### config.mk
export PLATFORM = sky130hd
export DESIGN_NAME = zero_delay_and_pll_status_regs
export DESIGN_NICKNAME = d
export VERILOG_FILES = /design/src/design/zd_status_pkg.sv /design/src/design/zero_delay_and_pll_status_regs.sv /design/src/design/zd_status_capture.sv
export SDC_FILE = /design/constraint.sdc
export NUM_CORES = 1
export LEC_CHECK = 0
export BUFFER_PORTS_ARGS = -buffer_cell sky130_fd_sc_hd__buf_4
export CORE_ASPECT_RATIO = 1.5
export CORE_MARGIN = 3
export CORE_UTILIZATION = 40
export DETAILED_ROUTE_END_ITERATION = 16
export GPL_TIMING_DRIVEN = 0
export MAX_ROUTING_LAYER = met4
export PLACE_DENSITY = 0.71
export SETUP_SLACK_MARGIN = 0.5
export SYNTH_ARGS = -nofsm -noshare
export SYNTH_HDL_FRONTEND = slang
export SYNTH_SLANG_ARGS = --single-unit
### constraint.sdc
create_clock -name i_sys_clk -period 1.2 [get_ports i_sys_clk]
set_input_delay 0.06 -clock i_sys_clk [delete_from_list [all_inputs] [get_ports i_sys_clk]]
set_output_delay 0.06 -clock i_sys_clk [all_outputs]
set_load 0.02 [all_outputs]
### src/design/zd_status_pkg.sv
// package: offsets, field positions, reset values and carriers for the zero-delay and pll status registers
package zd_status_pkg;
   localparam logic [9:0] ZERO_DELAY_CONFIG_ADDR = 10'h01E;
   localparam logic [9:0] PLL_STATUS_READBACK_ADDR = 10'h01F;
   localparam int FB_SEL_LSB = 3;
   localparam int EXT_MODE_BIT = 2;
   localparam int ZD_EN_BIT = 1;
   localparam int VCO_CAL_BIT = 6;
   localparam int HOLDOVER_BIT = 5;
   localparam int REF_SEL_BIT = 4;
   localparam int VCO_OVER_BIT = 3;
   localparam int SECOND_REF_OVER_BIT = 2;
   localparam int FIRST_REF_OVER_BIT = 1;
   localparam logic [7:0] ZERO_DELAY_CONFIG_RESET = 8'h00;
   localparam logic [7:0] ZERO_DELAY_CONFIG_MASK = 8'h1E;
   localparam logic [7:0] PLL_STATUS_MASK = 8'h7E;

   typedef enum logic [1:0] {
      ZD_OFF,
      ZD_INTERNAL,
      ZD_EXTERNAL
   } zd_mode_t;

   // live pll state sampled into the readback register
   typedef struct packed {
      logic vco_cal_done;
      logic holdover_active;
      logic second_reference_input_sel;
      logic vco_over_thresh;
      logic second_reference_input_over;
      logic first_reference_input_over;
   } pll_state_t;

   // register access from the serial control port
   typedef struct packed {
      logic       wr;
      logic       rd;
      logic [9:0] addr;
      logic [7:0] wdata;
   } reg_req_t;
endpackage : zd_status_pkg

### src/design/zero_delay_and_pll_status_regs.sv
// zero-delay configuration register and pll status readback register
// How it works
// - bits 4:3 of the zero-delay config pick the channel divider feeding external zero-delay feedback.
// - the divider select code maps to dividers 0..3 in binary order, code 0 after reset.
// - enable set with mode bit clear gives internal zero-delay mode; mode bit clears at reset.
// - enable set with mode bit set gives external zero-delay mode using the selected divider.
// - enable clear turns zero delay off, and enable resets to zero.
// - status bit 6 reads one once vco calibration is finished.
// - status bit 5 shows the holdover state itself, not whether holdover is enabled.
// - status bit 4 reads one when the second reference feeds the pll, zero for the first.
// - status bit 3 reads one while the vco is above its monitor threshold.
// - status bit 2 reads one while the second reference is above its selected threshold.
// - status bit 1 reads one while the first reference is above its selected threshold.
`timescale 1ns/10ps
module zero_delay_and_pll_status_regs
   import zd_status_pkg::*;
(
   input wire logic i_sys_clk,
   input wire logic i_rst_n,
   input wire reg_req_t i_req,
   input wire pll_state_t i_pll_state,
   output logic [7:0] o_rdata,
   output logic o_rvalid,
   output zd_mode_t o_zd_mode,
   output logic [3:0] o_fb_div_onehot,
   output logic [1:0] o_fb_div_sel
);
   logic [7:0] cfg_q;
   logic [7:0] cfg_d;
   logic [7:0] rdata_q;
   logic rvalid_q;
   zd_mode_t mode_q;
   logic [3:0] onehot_q;
   logic [1:0] fbsel_q;
   pll_state_t flags;
   logic [7:0] status_word;

   wire hit_cfg = i_req.addr == ZERO_DELAY_CONFIG_ADDR;
   wire hit_sts = i_req.addr == PLL_STATUS_READBACK_ADDR;
   // status writes fall through untouched
   wire wr_cfg = i_req.wr && hit_cfg;

   zd_status_capture #(
      .WIDTH(6)
   ) u_capture (
      .i_sys_clk(i_sys_clk),
      .i_rst_n(i_rst_n),
      .i_flags(i_pll_state),
      .o_flags(flags)
   );

   // each flag lands on its own status bit; bits 7 and 0 stay zero
   always_comb begin
      status_word = 8'h00;
      status_word[VCO_CAL_BIT] = flags.vco_cal_done;
      status_word[HOLDOVER_BIT] = flags.holdover_active;
      status_word[REF_SEL_BIT] = flags.second_reference_input_sel;
      status_word[VCO_OVER_BIT] = flags.vco_over_thresh;
      status_word[SECOND_REF_OVER_BIT] = flags.second_reference_input_over;
      status_word[FIRST_REF_OVER_BIT] = flags.first_reference_input_over;
   end

   wire [7:0] rd_mux = hit_cfg ? (cfg_q & ZERO_DELAY_CONFIG_MASK)
                     : hit_sts ? (status_word & PLL_STATUS_MASK) : 8'h00;
   wire [7:0] rdata_d = i_req.rd ? rd_mux : rdata_q;
   wire [1:0] fbsel = cfg_q[FB_SEL_LSB+1:FB_SEL_LSB];
   wire zd_en = cfg_q[ZD_EN_BIT];
   wire ext = cfg_q[EXT_MODE_BIT];
   // off dominates; mode bit only matters while enabled
   wire zd_mode_t mode_d = !zd_en ? ZD_OFF : (ext ? ZD_EXTERNAL : ZD_INTERNAL);
   // feedback divider only drives in external mode, avoids a stray path
   wire [3:0] onehot_d = (mode_d == ZD_EXTERNAL) ? (4'h1 << fbsel) : 4'h0;

   assign cfg_d = wr_cfg ? (i_req.wdata & ZERO_DELAY_CONFIG_MASK) : cfg_q;

   // config register, masked on write so unused bits can never be set
   always_ff @(posedge i_sys_clk or negedge i_rst_n) begin
      if (!i_rst_n) begin
         cfg_q <= ZERO_DELAY_CONFIG_RESET;
      end else begin
         cfg_q <= cfg_d;
      end
   end

   // read data holds between reads, valid is a one-cycle pulse
   always_ff @(posedge i_sys_clk or negedge i_rst_n) begin
      if (!i_rst_n) begin
         rdata_q <= 8'h00;
         rvalid_q <= 1'b0;
      end else begin
         rdata_q <= rdata_d;
         rvalid_q <= i_req.rd;
      end
   end

   // mode outputs lag the config by one flop so they never glitch
   always_ff @(posedge i_sys_clk or negedge i_rst_n) begin
      if (!i_rst_n) begin
         mode_q <= ZD_OFF;
         onehot_q <= 4'h0;
         fbsel_q <= 2'h0;
      end else begin
         mode_q <= mode_d;
         onehot_q <= onehot_d;
         fbsel_q <= fbsel;
      end
   end

   assign o_rdata = rdata_q;
   assign o_rvalid = rvalid_q;
   assign o_zd_mode = mode_q;
   assign o_fb_div_onehot = onehot_q;
   assign o_fb_div_sel = fbsel_q;

   a_cfg_write_lands: assert property (@(posedge i_sys_clk) disable iff (!i_rst_n)
      wr_cfg |=> cfg_q == ($past(i_req.wdata) & ZERO_DELAY_CONFIG_MASK))
      else $error("config write not stored");

   a_status_ro: assert property (@(posedge i_sys_clk) disable iff (!i_rst_n)
      (i_req.wr && hit_sts) |=> $stable(cfg_q))
      else $error("status write changed config");

   a_mode_off: assert property (@(posedge i_sys_clk) disable iff (!i_rst_n)
      !cfg_q[ZD_EN_BIT] |=> o_zd_mode == ZD_OFF && o_fb_div_onehot == 4'h0)
      else $error("zero delay not off");

   a_mode_int: assert property (@(posedge i_sys_clk) disable iff (!i_rst_n)
      cfg_q[ZD_EN_BIT] && !cfg_q[EXT_MODE_BIT] |=> o_zd_mode == ZD_INTERNAL)
      else $error("internal mode missed");

   a_mode_ext: assert property (@(posedge i_sys_clk) disable iff (!i_rst_n)
      cfg_q[ZD_EN_BIT] && cfg_q[EXT_MODE_BIT] |=> o_zd_mode == ZD_EXTERNAL)
      else $error("external mode missed");

   a_fb_divider: assert property (@(posedge i_sys_clk) disable iff (!i_rst_n)
      o_zd_mode == ZD_EXTERNAL |-> o_fb_div_onehot == (4'h1 << o_fb_div_sel))
      else $error("wrong feedback divider");

   // the capture stage is cleared by reset, so a read right after release is skipped
   a_vco_cal_read: assert property (@(posedge i_sys_clk) disable iff (!i_rst_n)
      (i_req.rd && hit_sts && $past(i_rst_n))
      |=> o_rdata[VCO_CAL_BIT] == $past(i_pll_state.vco_cal_done, 2))
      else $error("vco cal flag wrong");

   a_first_ref_read: assert property (@(posedge i_sys_clk) disable iff (!i_rst_n)
      (i_req.rd && hit_sts && $past(i_rst_n))
      |=> o_rdata[FIRST_REF_OVER_BIT] == $past(i_pll_state.first_reference_input_over, 2))
      else $error("first reference flag wrong");

   a_holdover_read: assert property (@(posedge i_sys_clk) disable iff (!i_rst_n)
      (i_req.rd && hit_sts && $past(i_rst_n))
      |=> o_rdata[HOLDOVER_BIT] == $past(i_pll_state.holdover_active, 2))
      else $error("holdover flag wrong");

   a_ref_sel_read: assert property (@(posedge i_sys_clk) disable iff (!i_rst_n)
      (i_req.rd && hit_sts && $past(i_rst_n))
      |=> o_rdata[REF_SEL_BIT] == $past(i_pll_state.second_reference_input_sel, 2))
      else $error("reference select flag wrong");

   a_vco_over_read: assert property (@(posedge i_sys_clk) disable iff (!i_rst_n)
      (i_req.rd && hit_sts && $past(i_rst_n))
      |=> o_rdata[VCO_OVER_BIT] == $past(i_pll_state.vco_over_thresh, 2))
      else $error("vco threshold flag wrong");

   a_second_ref_read: assert property (@(posedge i_sys_clk) disable iff (!i_rst_n)
      (i_req.rd && hit_sts && $past(i_rst_n))
      |=> o_rdata[SECOND_REF_OVER_BIT] == $past(i_pll_state.second_reference_input_over, 2))
      else $error("second reference flag wrong");

   a_unused_zero: assert property (@(posedge i_sys_clk) disable iff (!i_rst_n)
      o_rvalid |-> o_rdata[7] == 1'b0 && o_rdata[0] == 1'b0)
      else $error("unused bit set");

   a_cfg_readback: assert property (@(posedge i_sys_clk) disable iff (!i_rst_n)
      (i_req.rd && hit_cfg)
      |=> o_rdata == ($past(cfg_q) & ZERO_DELAY_CONFIG_MASK))
      else $error("config readback wrong");

   a_other_addr_zero: assert property (@(posedge i_sys_clk) disable iff (!i_rst_n)
      (i_req.rd && !hit_cfg && !hit_sts)
      |=> o_rdata == 8'h00)
      else $error("unmapped read not zero");

   a_read_no_effect: assert property (@(posedge i_sys_clk) disable iff (!i_rst_n)
      (i_req.rd && !i_req.wr)
      |=> $stable(cfg_q))
      else $error("read changed config");

   a_rvalid_pulse: assert property (@(posedge i_sys_clk) disable iff (!i_rst_n)
      1'b1
      |=> o_rvalid == $past(i_req.rd))
      else $error("read valid not a pulse");

   a_rdata_hold: assert property (@(posedge i_sys_clk) disable iff (!i_rst_n)
      !i_req.rd
      |=> $stable(o_rdata))
      else $error("read data moved without a read");

   a_no_stray_feedback: assert property (@(posedge i_sys_clk) disable iff (!i_rst_n)
      o_zd_mode != ZD_EXTERNAL
      |-> o_fb_div_onehot == 4'h0)
      else $error("feedback divider outside external mode");

   a_fb_code_zero: assert property (@(posedge i_sys_clk) disable iff (!i_rst_n)
      o_zd_mode == ZD_EXTERNAL && o_fb_div_sel == 2'h0
      |-> o_fb_div_onehot == 4'h1)
      else $error("code zero not divider zero");

   a_fb_code_three: assert property (@(posedge i_sys_clk) disable iff (!i_rst_n)
      o_zd_mode == ZD_EXTERNAL && o_fb_div_sel == 2'h3
      |-> o_fb_div_onehot == 4'h8)
      else $error("code three not divider three");

   a_one_divider: assert property (@(posedge i_sys_clk) disable iff (!i_rst_n)
      o_zd_mode == ZD_EXTERNAL
      |-> $onehot(o_fb_div_onehot))
      else $error("not exactly one feedback divider");

   a_sel_tracks_cfg: assert property (@(posedge i_sys_clk) disable iff (!i_rst_n)
      1'b1
      |=> o_fb_div_sel == $past(cfg_q[FB_SEL_LSB+1:FB_SEL_LSB]))
      else $error("divider select not following config");

   a_on_needs_enable: assert property (@(posedge i_sys_clk) disable iff (!i_rst_n)
      o_zd_mode != ZD_OFF
      |-> $past(cfg_q[ZD_EN_BIT]))
      else $error("zero delay on without enable");

   a_reset_state: assert property (@(posedge i_sys_clk) disable iff (!i_rst_n)
      $rose(i_rst_n)
      |-> o_zd_mode == ZD_OFF && !o_rvalid && cfg_q == ZERO_DELAY_CONFIG_RESET)
      else $error("state after reset wrong");
endmodule : zero_delay_and_pll_status_regs

### src/design/zd_status_capture.sv
// status flag capture: one synchronous stage per flag
`timescale 1ns/10ps
module zd_status_capture #(
   parameter int WIDTH = 6
) (
   input wire logic i_sys_clk,
   input wire logic i_rst_n,
   input wire logic [WIDTH-1:0] i_flags,
   output logic [WIDTH-1:0] o_flags
);
   logic [WIDTH-1:0] flags_q;

   always_ff @(posedge i_sys_clk or negedge i_rst_n) begin
      if (!i_rst_n) flags_q <= '0;
      else flags_q <= i_flags;
   end

   assign o_flags = flags_q;
endmodule : zd_status_capture

======== Word-level counts from Yosys, hierarchy flattened ========
Index checks and enable logic that the tools add are counted.
word-level totals
  bits in registers ....................... 27
  memories ................................ 0
  memory bits (read-only) ................. 0
  memory bits (writable) .................. 0
  output and inout bits ................... 17
  bits in latches ......................... 0
operators by class
  reductions and logical operators ........ 1
  equal/unequal tests ..................... 3
  mux-type cells .......................... 5
  shifts and indexed selects .............. 1
  divide/modulo/power cells ............... 0
  $mul .................................... 0
  $lt $le $gt $ge ......................... 0
  add/subtract/negate cells ............... 0
  bitwise operators ....................... 0
operators with widths
  kind                   count
  $eq A10 B5 Y1 const B  2
  $mux W7                2
  $mux W2                2
  $mux W4                1
  $shl A1 B2 Y4 const A  1
  $eq A2 B2 Y1 const B   1
  $logic_and A1 B1 Y1    1

======== Logic depth before layout (Yosys ltp) ========
  depth after elaboration ................. 4
  mapped depth ............................ 4
  depth with buffers taken out ............ 3

======== By module ========
From an unflattened synthesis, not the netlist that was laid out.
unflattened totals
  cells, all modules ...................... 68
  area total of the unflattened synthesis .. 923.4 um2
by module, submodules not included
  module                          cells each  times used  seq. area each (um2)  area each (um2)
  zero_delay_and_pll_status_regs  62          1           475.5                 773.2
  zd_status_capture               6           1           150.1                 150.1

======== Worst setup path before layout ========
OpenSTA, ideal clock, no wires.
  path type ............................... in2reg
  from .................................... input port i_req[14] in the netlist's numbering
  to ...................................... register cfg_q[1]
  stages .................................. 3
  library setup time ...................... 0.125 ns
  arrival ................................. 0.898 ns
  path slack .............................. 0.178 ns
  cells stage by stage .................... and4bb_1 -> and4b_4 -> mux2_2
between the ends
  longest elaborated chain between the ends .. 2
RTL lines
  item                  RTL line                              text
  start, declared       zero_delay_and_pll_status_regs.sv:20  input wire reg_req_t i_req,
  $eq A10 B5 Y1         zero_delay_and_pll_status_regs.sv:38  wire hit_cfg = i_req.addr == ZERO_DELAY_CONFIG_ADDR;
  $logic_and A1 B1 Y1   zero_delay_and_pll_status_regs.sv:41  wire wr_cfg = i_req.wr && hit_cfg;
  end signal, assigned  zero_delay_and_pll_status_regs.sv:81  cfg_q <= cfg_d;
  end, declared         zero_delay_and_pll_status_regs.sv:28  logic [7:0] cfg_q;
No other way between the ends.
A chain may end at the register's enable or synchronous reset.

======== Worst setup path in the final report ========
  from .................................... register rdata_q[5] (netlist: o_rdata[5])
  to ...................................... output port o_rdata[5]
RTL lines
  item                    RTL line                              text
  start, declared         zero_delay_and_pll_status_regs.sv:30  logic [7:0] rdata_q;
  start signal, assigned  zero_delay_and_pll_status_regs.sv:91  rdata_q <= rdata_d;
  end, declared           zero_delay_and_pll_status_regs.sv:22  output logic [7:0] o_rdata,
No word-level cell between the ends.

==> impl_metrics.tcl <==
set metrics [dict create \
    drcViolationCount 0 \
    track_usage_pct 14.51 \
    p_sw_share_pct 21.54 \
    synth-seq-cells 25 \
    max_freq_mhz 1069 \
    crit_type "flip-flop to primary output" \
    grt_remaining_overflow 0 \
    netlist_top_cells_area "dfrtp_1, a22o_1, mux2_2, mux2i_1, buf_4" \
    fin_skew_ns 0.0009217 \
    critical-path-top-delay-family "flip-flops" \
    dieHeight_um 64.65 \
    avgSynthCellArea_um2 14.33 \
    vias 679 \
    syn_area_um2 917.1 \
    r2r_slack_ns 0.27 \
    cp-end-kind "primary output" \
    fin_area_um2 1518 \
    wire_per_inst_um 12.63 \
    status "finished, violations left" \
    row_count 20 \
    worstHoldStart "i_req[1]" \
    layout_setup_ws_ns 0.2644 \
    cts_sinks 25 \
    seq_area_frac_synth_pct 68.21 \
    finalCriticalPeriod_ns 0.9356 \
    initial_core_util_pct 43.63 \
    antenna_found_initial 0 \
    pre_cts_slack_ns 0.01516 \
    cts_hold_buf 8 \
    ant_nets 0 \
    path_cells "buf_6" \
    cp_max_fo 2 \
    grt_pass1_vias 698 \
    r2r-start "cfg_q[4]" \
    gp_congestion 0.6818 \
    internal-power_uw 1081 \
    violations "hold timing" \
    hold_path_depth 2 \
    wirelength_mm 1.832 \
    slowest_delay_ns 0.43 \
    clk_pin_slew_ns 0.12 \
    drive_gt1_share_pct 55.28 \
    grt_max_degree 26 \
    switching_power_uw 296.7 \
    worst-path-buf-inv 1 \
    placement.cell_area_um2 1257 \
    clk_latency_ns 0.31 \
    vdd_drop_max_v 0.0006548 \
    final_max_slew_viol_count 0 \
    seq_power_share_pct 62.7 \
    post_drt_via_cell_ratio 4.683 \
    yosys.area.top_type "dfrtp_1" \
    r2r_cells 2 \
    synthDistinctLibCells 18 \
    clkPwrFrac_pct 26.2 \
    arrival_ns 0.88 \
    setup_viol 0 \
    r2r_end "cfg_q[4]" \
    layout_common_cells "buf_4, dfrtp_1, buf_6, dlygate4sd3_1, a22o_1" \
    tns_ns 0 \
    synth_top_cell_area_share_pct 68.21 \
    root_buffer "clkbuf_4" \
    ctsLongestPathBuffers 2 \
    grt_pass1_wl_mm 3.001 \
    whs_ns -0.03126 \
    ys_warn_count 0 \
    die-area_um2 2915 \
    post-dp-hpwl_mm 1.302 \
    firstDrtPassIters 4 \
    p_comb_share_pct 11.0 \
    n_antenna_cell 0 \
    design.core.area_um2 2102 \
    io_buffers 37 \
    p_leak_uw 0.0007930 \
    hold_viol_final 4 \
    area_growth_pct 65.48 \
    synthCells 64 \
    cts_max_level 1 \
    whs_endpoint "cfg_q[1]" \
    ioPinCount 45 \
    fin_crit_sh_pct 77.97 \
    layout_commonest_cell "buf_4" \
    hp-class "primary input to flip-flop" \
    cts_tree "built" \
    drt-initial-drc-count 7 \
    slowest_stage "dfrtp_1" \
    rsz0062_at_grt "yes" \
    max-cap-violations 0 \
    power_density_nw_per_um2 907.7 \
    die_w_um 45.10 \
    critPathRequiredTime_ns 1.14 \
    cp-start-kind "flip-flop" \
    final_nets 152 \
    numCtsBuffers 3 \
]
-- cell type report --
class / count / area (um2)
plain buffers: 4 / 36.28
clock buffers: 4 / 26.28
fillers: 154 / 584.3
inverters: 2 / 7.507
multi-input cells: 34 / 302.8
flip-flops and latches: 25 / 628.1
well taps: 22 / 27.53
repair buffers: 54 / 489.2
-- power groups by stage --
stage	clock network (uW)	logic, uW	registers [uW]
2_1_floorplan	0	40.2	883
6_report	361	152	864
3_5_place_dp	0	125	881
3_3_place_gp	0	122	880
5_1_grt	407	169	866
4_1_cts	371	153	865
-- how the worst max path moves through the flow --
stage	start	endpoint	slack, ns	depth (start not counted)
after CTS	o_rdata[4]	o_rdata[4]	0.27	1
after global placement	i_req[14]	cfg_q[1]	0.04	4
final	o_rdata[5]	o_rdata[5]	0.26	1
after floorplan	i_req[14]	cfg_q[1]	0.19	3
after detailed placement	i_req[17]	cfg_q[3]	0.02	4
after global routing	cfg_q[4]	o_rdata[4]	0.23	3
-- timing repair --
action | 4_1_cts | 5_1_grt
resized for setup | 21 | 2
hold endpoints to repair | 36 | 4
endpoints found under the setup margin | 30 | 32
buffers inserted | 8 | 1
cloned | 0 | 0
pin swaps | 9 | 4
-- cells by family after synthesis --
logic type             after synthesis  synth area share (%)
AO/OA/AOI/OAI                        6                 5.730
flip-flops                          25                 68.21
buffers and inverters                6                 3.818
AND/OR/NAND/NOR                     18                 12.55
multiplexers                         8                 9.277
other                                1                0.4089
-- through the flow --
| stage | power, uW | instances | utilization, % | hold slack (ns) |
|---|---|---|---|---|
| after CTS | 1388 | 144 | 71.43 | -0.03632 |
| final | 1378 | 145 | 72.20 | -0.03126 |
| after global placement | 1002 | 124 | 59.82 | -0.03262 |
| after floorplan | 923.5 | 65 | - | -0.2356 |
| after global routing | 1442 | 145 | 72.20 | -0.05034 |
| after detailed placement | 1006 | 124 | 59.82 | -0.02475 |
-- synthesized netlist by cell type --
library cell	n
mux2_2	4
dfrtp_1	25
and3_1	3
nand2_1	2
nor3b_1	2
nor3_1	2
nor2b_1	2
and3b_2	1
and4bb_1	1
conb_1	1
clkinv_1	1
mux2i_1	4
clkbuf_2	1
buf_4	3
inv_1	1
a22o_1	6
nor2_1	4
and4b_4	1
-- flip-flops by register name (all words and copies together) (netlist names) --
name / flops
o_rvalid: 1
o_rdata: 6
o_fb_div_sel: 2
cfg_q: 4
o_zd_mode: 2
u_capture.o_flags: 6
o_fb_div_onehot: 4
-- routing by layer --
| layer | share of wire, % | track usage, % | vias to the layer above | routed length (um) |
|---|---|---|---|---|
| met5 | 0 | - | - | 0 |
| met4 | 2.3 | 8.791 | 0 | 42 |
| met3 | 5.9 | 1.667 | 4 | 108 |
| met2 | 56 | 23.76 | 30 | 1025 |
| met1 | 36 | 16.25 | 313 | 655 |
| li1 | - | - | 332 | - |
(Power assumes the default switching activity.)
